$ cat config.mk
export PLATFORM = sky130hd
export DESIGN_NAME = pfg_port_five
export DESIGN_NICKNAME = d
export VERILOG_FILES = /design/src/hdl/pfg_pkg.sv /design/src/hdl/pfg_port_five.sv
export SDC_FILE = /design/constraint.sdc
export NUM_CORES = 1
export LEC_CHECK = 0
export ABC_AREA = 1
export BUFFER_PORTS_ARGS = -buffer_cell sky130_fd_sc_hd__buf_2
export CAP_MARGIN = 20
export CORE_MARGIN = 2
export CORE_UTILIZATION = 50
export CTS_CLUSTER_SIZE = 25
export DETAILED_ROUTE_END_ITERATION = 12
export PLACE_DENSITY = 0.73
export SETUP_SLACK_MARGIN = 0.05
export SYNTH_ARGS = -nofsm -noshare
export SYNTH_HDL_FRONTEND = slang
export SYNTH_SLANG_ARGS = --single-unit
$ cat constraint.sdc
create_clock -name REF_CLK -period 1.45 [get_ports REF_CLK]
set_input_delay 0.29 -clock REF_CLK [delete_from_list [all_inputs] [get_ports REF_CLK]]
set_output_delay 0.29 -clock REF_CLK [all_outputs]
set_load 0.01 [all_outputs]
$ cat src/hdl/pfg_pkg.sv
package pfg_pkg;

    // ------------------------------------------------------------------
    // widths
    // ------------------------------------------------------------------
    localparam int PFG_ADDR_W = 16;
    localparam int PFG_DATA_W = 8;
    localparam int PFG_SEG_W  = 4;

    // ------------------------------------------------------------------
    // register map
    // ------------------------------------------------------------------
    localparam logic [PFG_ADDR_W-1:0] PFG_ADDR_PIN_FUNC = 16'hffcc;
    localparam logic [PFG_ADDR_W-1:0] PFG_ADDR_OUT_LAT  = 16'hffd8;
    localparam logic [PFG_ADDR_W-1:0] PFG_ADDR_PULL_UP  = 16'hffe2;
    localparam logic [PFG_ADDR_W-1:0] PFG_ADDR_PIN_DIR  = 16'hffe8;
    localparam logic [PFG_ADDR_W-1:0] PFG_ADDR_LCD_CTL  = 16'hffc0;

    // ------------------------------------------------------------------
    // reset values and fields
    // ------------------------------------------------------------------
    localparam logic [PFG_DATA_W-1:0] PFG_RST_BYTE = 8'h00;
    localparam logic [PFG_SEG_W-1:0]  PFG_RST_SEG  = 4'h0;
    localparam logic [PFG_DATA_W-1:0] PFG_RD_NONE  = 8'h00;
    localparam int                    PFG_SEG_TOP  = 3;
    localparam int                    PFG_SEG_LSB  = 0;

    typedef struct packed {
        logic [PFG_ADDR_W-1:0] addr;
        logic [PFG_DATA_W-1:0] wdata;
        logic                  wr;
        logic                  rd;
    } pfg_bus_s;

endpackage : pfg_pkg

$ cat src/hdl/pfg_port_five.sv
`timescale 1ns/1ps
`default_nettype none

module pfg_port_five (
    input  wire logic                           REF_CLK,
    input  wire logic                           RSTN,
    input  wire logic                           CE,
    input  wire logic [pfg_pkg::PFG_ADDR_W-1:0] ADDR,
    input  wire logic [pfg_pkg::PFG_DATA_W-1:0] WDATA,
    input  wire logic                           WR,
    input  wire logic                           RD,
    output var  logic [pfg_pkg::PFG_DATA_W-1:0] RDATA,
    input  wire logic [pfg_pkg::PFG_DATA_W-1:0] PIN_I,
    output var  logic [pfg_pkg::PFG_DATA_W-1:0] PIN_O,
    output var  logic [pfg_pkg::PFG_DATA_W-1:0] PIN_OE,
    output var  logic [pfg_pkg::PFG_DATA_W-1:0] PULLUP_EN,
    output var  logic                           SEG_ACTIVE
);

    // ------------------------------------------------------------------
    // bus capture
    // ------------------------------------------------------------------
    pfg_pkg::pfg_bus_s bus;

    assign bus.addr  = ADDR;
    assign bus.wdata = WDATA;
    assign bus.wr    = WR;
    assign bus.rd    = RD;

    function automatic logic hit(
        input pfg_pkg::pfg_bus_s              b,
        input logic [pfg_pkg::PFG_ADDR_W-1:0] a
    );
        hit = (b.addr == a);
    endfunction : hit

    // segment outputs claim all eight pins only when the top select bit is set
    function automatic logic seg_claims(
        input logic [pfg_pkg::PFG_SEG_W-1:0] sel
    );
        seg_claims = sel[pfg_pkg::PFG_SEG_TOP];
    endfunction : seg_claims

    // ------------------------------------------------------------------
    // registers
    // ------------------------------------------------------------------
    logic [pfg_pkg::PFG_DATA_W-1:0] pin_function_select_reg;
    logic [pfg_pkg::PFG_DATA_W-1:0] output_data_latch_reg;
    logic [pfg_pkg::PFG_DATA_W-1:0] pull_up_select_reg;
    logic [pfg_pkg::PFG_DATA_W-1:0] pin_direction_control_reg;
    logic [pfg_pkg::PFG_SEG_W-1:0]  segment_driver_select_reg;
    logic [pfg_pkg::PFG_DATA_W-1:0] gpio_mask;
    logic [pfg_pkg::PFG_DATA_W-1:0] port_view;
    logic [pfg_pkg::PFG_DATA_W-1:0] rdata_next;

    always_ff @(posedge REF_CLK) begin
        if (!RSTN) begin
            pin_function_select_reg <= pfg_pkg::PFG_RST_BYTE;
        end else if (CE && bus.wr && hit(bus, pfg_pkg::PFG_ADDR_PIN_FUNC)) begin
            pin_function_select_reg <= bus.wdata;
        end
    end

    always_ff @(posedge REF_CLK) begin
        if (!RSTN) begin
            output_data_latch_reg <= pfg_pkg::PFG_RST_BYTE;
        end else if (CE && bus.wr && hit(bus, pfg_pkg::PFG_ADDR_OUT_LAT)) begin
            output_data_latch_reg <= bus.wdata;
        end
    end

    always_ff @(posedge REF_CLK) begin
        if (!RSTN) begin
            pull_up_select_reg <= pfg_pkg::PFG_RST_BYTE;
        end else if (CE && bus.wr && hit(bus, pfg_pkg::PFG_ADDR_PULL_UP)) begin
            pull_up_select_reg <= bus.wdata;
        end
    end

    always_ff @(posedge REF_CLK) begin
        if (!RSTN) begin
            pin_direction_control_reg <= pfg_pkg::PFG_RST_BYTE;
        end else if (CE && bus.wr && hit(bus, pfg_pkg::PFG_ADDR_PIN_DIR)) begin
            pin_direction_control_reg <= bus.wdata;
        end
    end

    always_ff @(posedge REF_CLK) begin
        if (!RSTN) begin
            segment_driver_select_reg <= pfg_pkg::PFG_RST_SEG;
        end else if (CE && bus.wr && hit(bus, pfg_pkg::PFG_ADDR_LCD_CTL)) begin
            segment_driver_select_reg <=
                bus.wdata[pfg_pkg::PFG_SEG_LSB +: pfg_pkg::PFG_SEG_W];
        end
    end

    // ------------------------------------------------------------------
    // per-pin ownership and read view
    // ------------------------------------------------------------------
    // a set pin mode bit hands the pin to its alternate input function
    genvar gi;
    generate
        for (gi = 0; gi < pfg_pkg::PFG_DATA_W; gi++) begin : g_pin
            assign gpio_mask[gi] = !pin_function_select_reg[gi] &&
                                   !seg_claims(segment_driver_select_reg);
            assign port_view[gi] = pin_direction_control_reg[gi] ?
                                   output_data_latch_reg[gi] :
                                   PIN_I[gi];
        end
    endgenerate

    // ------------------------------------------------------------------
    // read path
    // ------------------------------------------------------------------
    // the direction register is write-only, so it reads back as zero
    always_comb begin
        rdata_next = pfg_pkg::PFG_RD_NONE;
        if (bus.rd) begin
            case (bus.addr)
                pfg_pkg::PFG_ADDR_PIN_FUNC: rdata_next = pin_function_select_reg;
                pfg_pkg::PFG_ADDR_OUT_LAT:  rdata_next = port_view;
                pfg_pkg::PFG_ADDR_PULL_UP:  rdata_next = pull_up_select_reg;
                pfg_pkg::PFG_ADDR_LCD_CTL: begin
                    rdata_next = pfg_pkg::PFG_RD_NONE;
                    rdata_next[pfg_pkg::PFG_SEG_LSB +: pfg_pkg::PFG_SEG_W] =
                        segment_driver_select_reg;
                end
                default:                    rdata_next = pfg_pkg::PFG_RD_NONE;
            endcase
        end
    end

    // read data stand for one enabled cycle after the strobe and hold while the clock enable is low
    always_ff @(posedge REF_CLK) begin
        if (!RSTN) begin
            RDATA <= pfg_pkg::PFG_RD_NONE;
        end else if (CE) begin
            RDATA <= rdata_next;
        end
    end

    // ------------------------------------------------------------------
    // pin drivers
    // ------------------------------------------------------------------
    // pin outputs follow the registers one cycle later, trading a cycle
    // of latency for glitch-free flop-driven pads
    always_ff @(posedge REF_CLK) begin
        if (!RSTN) begin
            PIN_OE <= pfg_pkg::PFG_RST_BYTE;
        end else if (CE) begin
            PIN_OE <= pin_direction_control_reg & gpio_mask;
        end
    end

    always_ff @(posedge REF_CLK) begin
        if (!RSTN) begin
            PIN_O <= pfg_pkg::PFG_RST_BYTE;
        end else if (CE) begin
            PIN_O <= output_data_latch_reg & gpio_mask;
        end
    end

    always_ff @(posedge REF_CLK) begin
        if (!RSTN) begin
            PULLUP_EN <= pfg_pkg::PFG_RST_BYTE;
        end else if (CE) begin
            PULLUP_EN <= ~pin_direction_control_reg & pull_up_select_reg;
        end
    end

    always_ff @(posedge REF_CLK) begin
        if (!RSTN) begin
            SEG_ACTIVE <= 1'b0;
        end else if (CE) begin
            SEG_ACTIVE <= seg_claims(segment_driver_select_reg);
        end
    end
endmodule : pfg_port_five

`default_nettype wire

### After elaboration in Yosys (flattened, before gate mapping)

Index checks and enable logic that the tools add are counted.

| operators by class | value |
|---|---|
| add/subtract/negate cells | 0 |
| $mul | 0 |
| divide/modulo/power cells | 0 |
| $lt $le $gt $ge | 0 |
| equality and inequality tests | 5 |
| shifts and indexed selects | 0 |
| mux-type cells | 10 |
| bitwise operators | 4 |
| reductions and logical operators | 23 |

Operator list:

| kind | number |
|---|---|
| $eq A16 B16 Y1 const B | 5 |
| $pmux W8 S4 | 1 |
| $and A8 B8 Y8 | 3 |
| $logic_and A1 B1 Y1 | 14 |
| $logic_not A1 Y1 | 9 |
| $mux W1 | 8 |
| $mux W8 | 1 |
| $not A8 Y8 | 1 |

| word-level totals | value |
|---|---|
| register bits | 69 |
| latch bits | 0 |
| bits in writable memories | 0 |
| bits in read-only memories | 0 |
| input port bits | 37 |
| output and inout port bits | 33 |
| memories kept | 0 |

### Longest topological paths before layout

| depth | value |
|---|---|
| depth after elaboration | 3 |
| depth in mapped cells | 9 |

### Worst setup path before layout

Ideal clock, no wire load.

| timing | value |
|---|---|
| path type | input-to-reg |
| start | input ADDR[15] (netlist name) |
| end | register pin_direction_control_reg[5] (netlist name) |
| library setup time | 0.119 ns |
| arrival | 1.113 ns |
| required time | 1.331 ns |
| setup slack | 0.218 ns |
| stages | 8 |
| buffers on the path | 1 |
| path through | nand2_1 > inv_2 > nand2_4 > nor2_8 > nand4_2 > buf_2 > o21ai_1 > a21oi_1 |

| on the way | value |
|---|---|
| word-level cells in the longest chain between the ends | 2 |

Ends and longest elaborated chain:

| what | line | source |
|---|---|---|
| start: declaration | pfg_port_five.sv:8 | `input wire logic [pfg_pkg::PFG_ADDR_W-1:0] ADDR,` |
| $eq A16 B16 Y1 | pfg_port_five.sv:34 | `hit = (b.addr == a);` |
| $logic_and A1 B1 Y1 | pfg_port_five.sv:83 | `end else if (CE && bus.wr && hit(bus, pfg_pkg::PFG_ADDR_PIN_DIR)) begin` |
| end signal: assignment | pfg_port_five.sv:82 | `pin_direction_control_reg <= pfg_pkg::PFG_RST_BYTE;` |
| end signal: assignment | pfg_port_five.sv:84 | `pin_direction_control_reg <= bus.wdata;` |
| end: declaration | pfg_port_five.sv:50 | `logic [pfg_pkg::PFG_DATA_W-1:0] pin_direction_control_reg;` |

No other way between the ends.
A chain may end at the register's enable or synchronous reset.

### Worst setup path after layout

| timing | value |
|---|---|
| start | register pin_direction_control_reg[0] (netlist name) |
| end | register RDATA[0] (netlist name) |

| on the way | value |
|---|---|
| word-level cells in the longest chain between the ends | 3 |

Ends and longest elaborated chain:

| what | line | source |
|---|---|---|
| $mux W1 | pfg_port_five.sv:106 | `assign port_view[gi] = pin_direction_control_reg[gi] ?` |
| $pmux W8 S4 | pfg_port_five.sv:119 | `case (bus.addr)` |
| $mux W8 | pfg_port_five.sv:118 | `if (bus.rd) begin` |
| end signal: assignment | pfg_port_five.sv:136 | `RDATA <= pfg_pkg::PFG_RD_NONE;` |
| end signal: assignment | pfg_port_five.sv:138 | `RDATA <= rdata_next;` |
| end: declaration | pfg_port_five.sv:12 | `output var logic [pfg_pkg::PFG_DATA_W-1:0] RDATA,` |

No other way between the ends.

==> results.sh <==
export IMPL_wire_length_of_the_first_global_routing_pass_um=12790
export IMPL_setup_worst_path_start_class="flop"
export IMPL_layout_area_overhead_vs_synth_pct=24.23
export IMPL_place_detailed_instances=547
export IMPL_grt_antenna_before_repair=0
export IMPL_synthesis_instances=404
export IMPL_synthFlopType="dfxtp_1"
export IMPL_firstDrtPassIters=4
export IMPL_hold_path_class="in2reg"
export IMPL_dr_wl_met2_um=3643
export IMPL_number_of_register_bits_inferred_by_synthesis=69
export IMPL_tritoncts="done"
export IMPL_start_util_pct=51.51
export IMPL_clock_tree_buffer_depth=2
export IMPL_final_max_slew_viol_count=0
export IMPL_layout_nets=520
export IMPL_numClockSinks=69
export IMPL_timing_slew_headroom_pct=83.22
export IMPL_worst_ep_required_time_ns=1.68
export IMPL_p_per_area_mw_per_mm2=1048
export IMPL_critPathMaxStageDelay_ns=0.36
export IMPL_synth_area_mm2=0.003032
export IMPL_count_of_flip_flops_with_a_built_in_enable_after_synthesis=0
export IMPL_dpl_cell_area_mm2=0.003541
export IMPL_post_cts_hold_buffer_count=0
export IMPL_cts_repair_resize_count=0
export IMPL_vias_in_the_first_global_route=2753
export IMPL_detail_route_antenna_nets=0
export IMPL_cts_setup_buffers=0
export IMPL_synth_async_reset_ratio_pct=0
export IMPL_area_sequential_mm2=0.001381
export IMPL_syn_area_per_cell_um2=7.504
export IMPL_timing_critical_path_fanout_max=3
export IMPL_vias_per_cell=5.201
export IMPL_instances_no_fill=563
export IMPL_ys_seq_area_share_pct=45.56
export IMPL_num_io_pins=70
export IMPL_n_fill_cell=553
export IMPL_synthDominantCellAreaShare_pct=45.56
export IMPL_global_route_overflow_total=0
export IMPL_max_cap_viol_count=0
export IMPL_routed_via_count=2928
export IMPL_core_region_area_mm2=0.005886
export IMPL_worst_slew_pin_slew_ns=0.2518
export IMPL_highest_signal_layer="met4"
export IMPL_netlist_cell_type_count=23
export IMPL_final_area_mm2=0.003766
export IMPL_grt_start_max_net_pins=30
export IMPL_final_setup_viol_count=0
export IMPL_power_leakage_nw=1.662
export IMPL_route_final_wire_length_um=7767
export IMPL_worst_path_buf_inv=1
export IMPL_path_common_cell="nand2_1"
export IMPL_synth_largest_area_cell="dfxtp_1"
export IMPL_wire_per_inst_um=13.80
export IMPL_worst_case_hold_slack_ns=0.2360
export IMPL_route_detailed_drc=0
export IMPL_finalHoldViolCount=0
export IMPL_rows=28
export IMPL_fmax_mhz=870.7
export IMPL_drive_above_1_share_pct=25.82
export IMPL_most_frequently_used_cell_type_in_the_post_synthesis_netlist="dfxtp_1"
export IMPL_timing_critical_path_to_type="flop"
export IMPL_antenna_cell_count=0
export IMPL_met3WireLength_um=462
export IMPL_fin_crit_sh_pct=79.20
export IMPL_hpwlAfterDp_um=5745
export IMPL_detailedRoute_firstIterationViolations=164
export IMPL_worst_setup_hold_path_clk_slew_ns=0.07
export IMPL_floorplan_die_area_mm2=0.006702
export IMPL_timing_setup_critical_path_class="reg2reg"
export IMPL_grt_setup_unrepaired="false"
export IMPL_tritoncts_num_buffers=9
export IMPL_synthesized_netlist_net_count=441
export IMPL_cp_cell_sequence="inv_1 -> nand2_1 -> nand2_1 -> nand3_1 -> nand2_1 -> o21ai_1 -> a21oi_1"
export IMPL_cts_htree_levels=3
export IMPL_irDropWorstVdd_uv=733.1
export IMPL_outcome="completed"
export IMPL_dieHeight_um=81.87
export IMPL_multi_input_area_mm2=0.001420
export IMPL_post_route_min_period_ns=1.148
export IMPL_timing_critical_path_slowest_stage_cell="dfxtp_1"
export IMPL_netlist_top_cells_count="dfxtp_1 (69), nand2_1 (67), nand3_1 (53)"
export IMPL_ys_warn_count=0
export IMPL_cts_root_buffer="clkbuf_8"
export IMPL_clock_insertion_delay_worst_skew_ns=0.35
export IMPL_floorplan_die_width_um=81.87
export IMPL_m1_wl_um=3458
export IMPL_grt_total_usage_pct=25.38
export IMPL_port_buffers=69
export IMPL_routabilityCongestion=0.9622
export IMPL_clk_skew_ns=0.006917
export IMPL_worst_path_dominant_cell_family="flip-flops"
export IMPL_critical_path_arrival_ns=1.38
export IMPL_ys_top_cells_by_area="dfxtp_1 (46%), nand3_1 (8.7%), a21oi_1 (8.6%), nand2_1 (8.3%), nor2_1 (5.4%)"
## worst min-delay path, stage by stage
cell and delay, ns:
buf_2 0.12, o21ai_1 0.07, nor2_1 0.07
## per-layer routing
metal | global-route usage, % | vias up
met5 | 0 | -
met1 | 31.87 | 1316
met2 | 41.95 | 91
met3 | 5.055 | 17
met4 | 11.50 | 0
li1 | - | 1504
## cell type report
class,instances,area share (%)
Clock buffer,11,3.754
Clock inverter,5,2.226
Sequential cell,69,36.68
Timing Repair Buffer,84,13.49
Multi-Input combinational cell,284,37.71
Inverter,35,3.654
Tap cell,75,2.492
## layout by cell type, fill, tap and decap left out
| master | Yosys | layout |
|---|---|---|
| bufinv_16 | 0 | 2 |
| buf_2 | 2 | 69 |
| nor2_2 | 2 | 2 |
| clkinv_2 | 1 | 1 |
| o21ai_0 | 20 | 20 |
| inv_1 | 27 | 27 |
| o21ai_1 | 28 | 28 |
| buf_12 | 0 | 4 |
| clkbuf_8 | 0 | 10 |
| clkinv_4 | 1 | 2 |
| nand4_2 | 1 | 1 |
| buf_4 | 0 | 11 |
| nor2_8 | 3 | 3 |
| nand2_2 | 3 | 3 |
| inv_2 | 6 | 6 |
| nor2_4 | 4 | 4 |
| dfxtp_1 | 69 | 69 |
| nor3_1 | 1 | 1 |
| clkinvlp_4 | 0 | 2 |
| a21oi_1 | 52 | 52 |
| nand2_4 | 1 | 1 |
| nand2_1 | 67 | 67 |
| nand3_2 | 2 | 2 |
| nand3_1 | 53 | 53 |
| nand3_4 | 3 | 3 |
| nor2_1 | 44 | 44 |
| clkbuf_1 | 10 | 1 |
## per-stage QoR
step                setup TNS (ns)  worst slack [ns]  utilization (%)  total power (W)
floorplan                        0            0.2178                -         0.002092
global placement                 0           0.03066            60.16         0.002232
detailed placement        -0.01748          -0.01748            60.16         0.002235
CTS                              0            0.3146            63.99         0.003969
global route                     0            0.1918            63.99         0.004082
finish                           0            0.3015            63.99         0.003947
## power breakdown
part           leakage [nW]  internal (W)  total (W)  switching, W
combinational         0.999      0.000107   0.000280      0.000173
sequential            0.557       0.00191    0.00191    0.00000563
clock                 0.106       0.00102    0.00176      0.000738
total                  1.66       0.00303    0.00395      0.000917
## path summary, 6_finish.rpt
kind	from	end	slack [ns]	depth (start not counted)
max	pin_direction_control_reg[0]	RDATA[0]	0.30	7
min reg2reg	segment_driver_select_reg[2]	segment_driver_select_reg[2]	0.45	2
max reg2reg	pin_direction_control_reg[0]	RDATA[0]	0.30	7
min	WDATA[7]	output_data_latch_reg[7]	0.24	3
## logic make-up after synthesis
logic type | count (synthesis) | synth area share, %
AO/OA/AOI/OAI | 100 | 16.51
buffers and inverters | 51 | 7.594
AND/OR/NAND/NOR | 184 | 30.33
flip-flops | 69 | 45.56
Note: power is estimated with default switching activity, not from simulation.
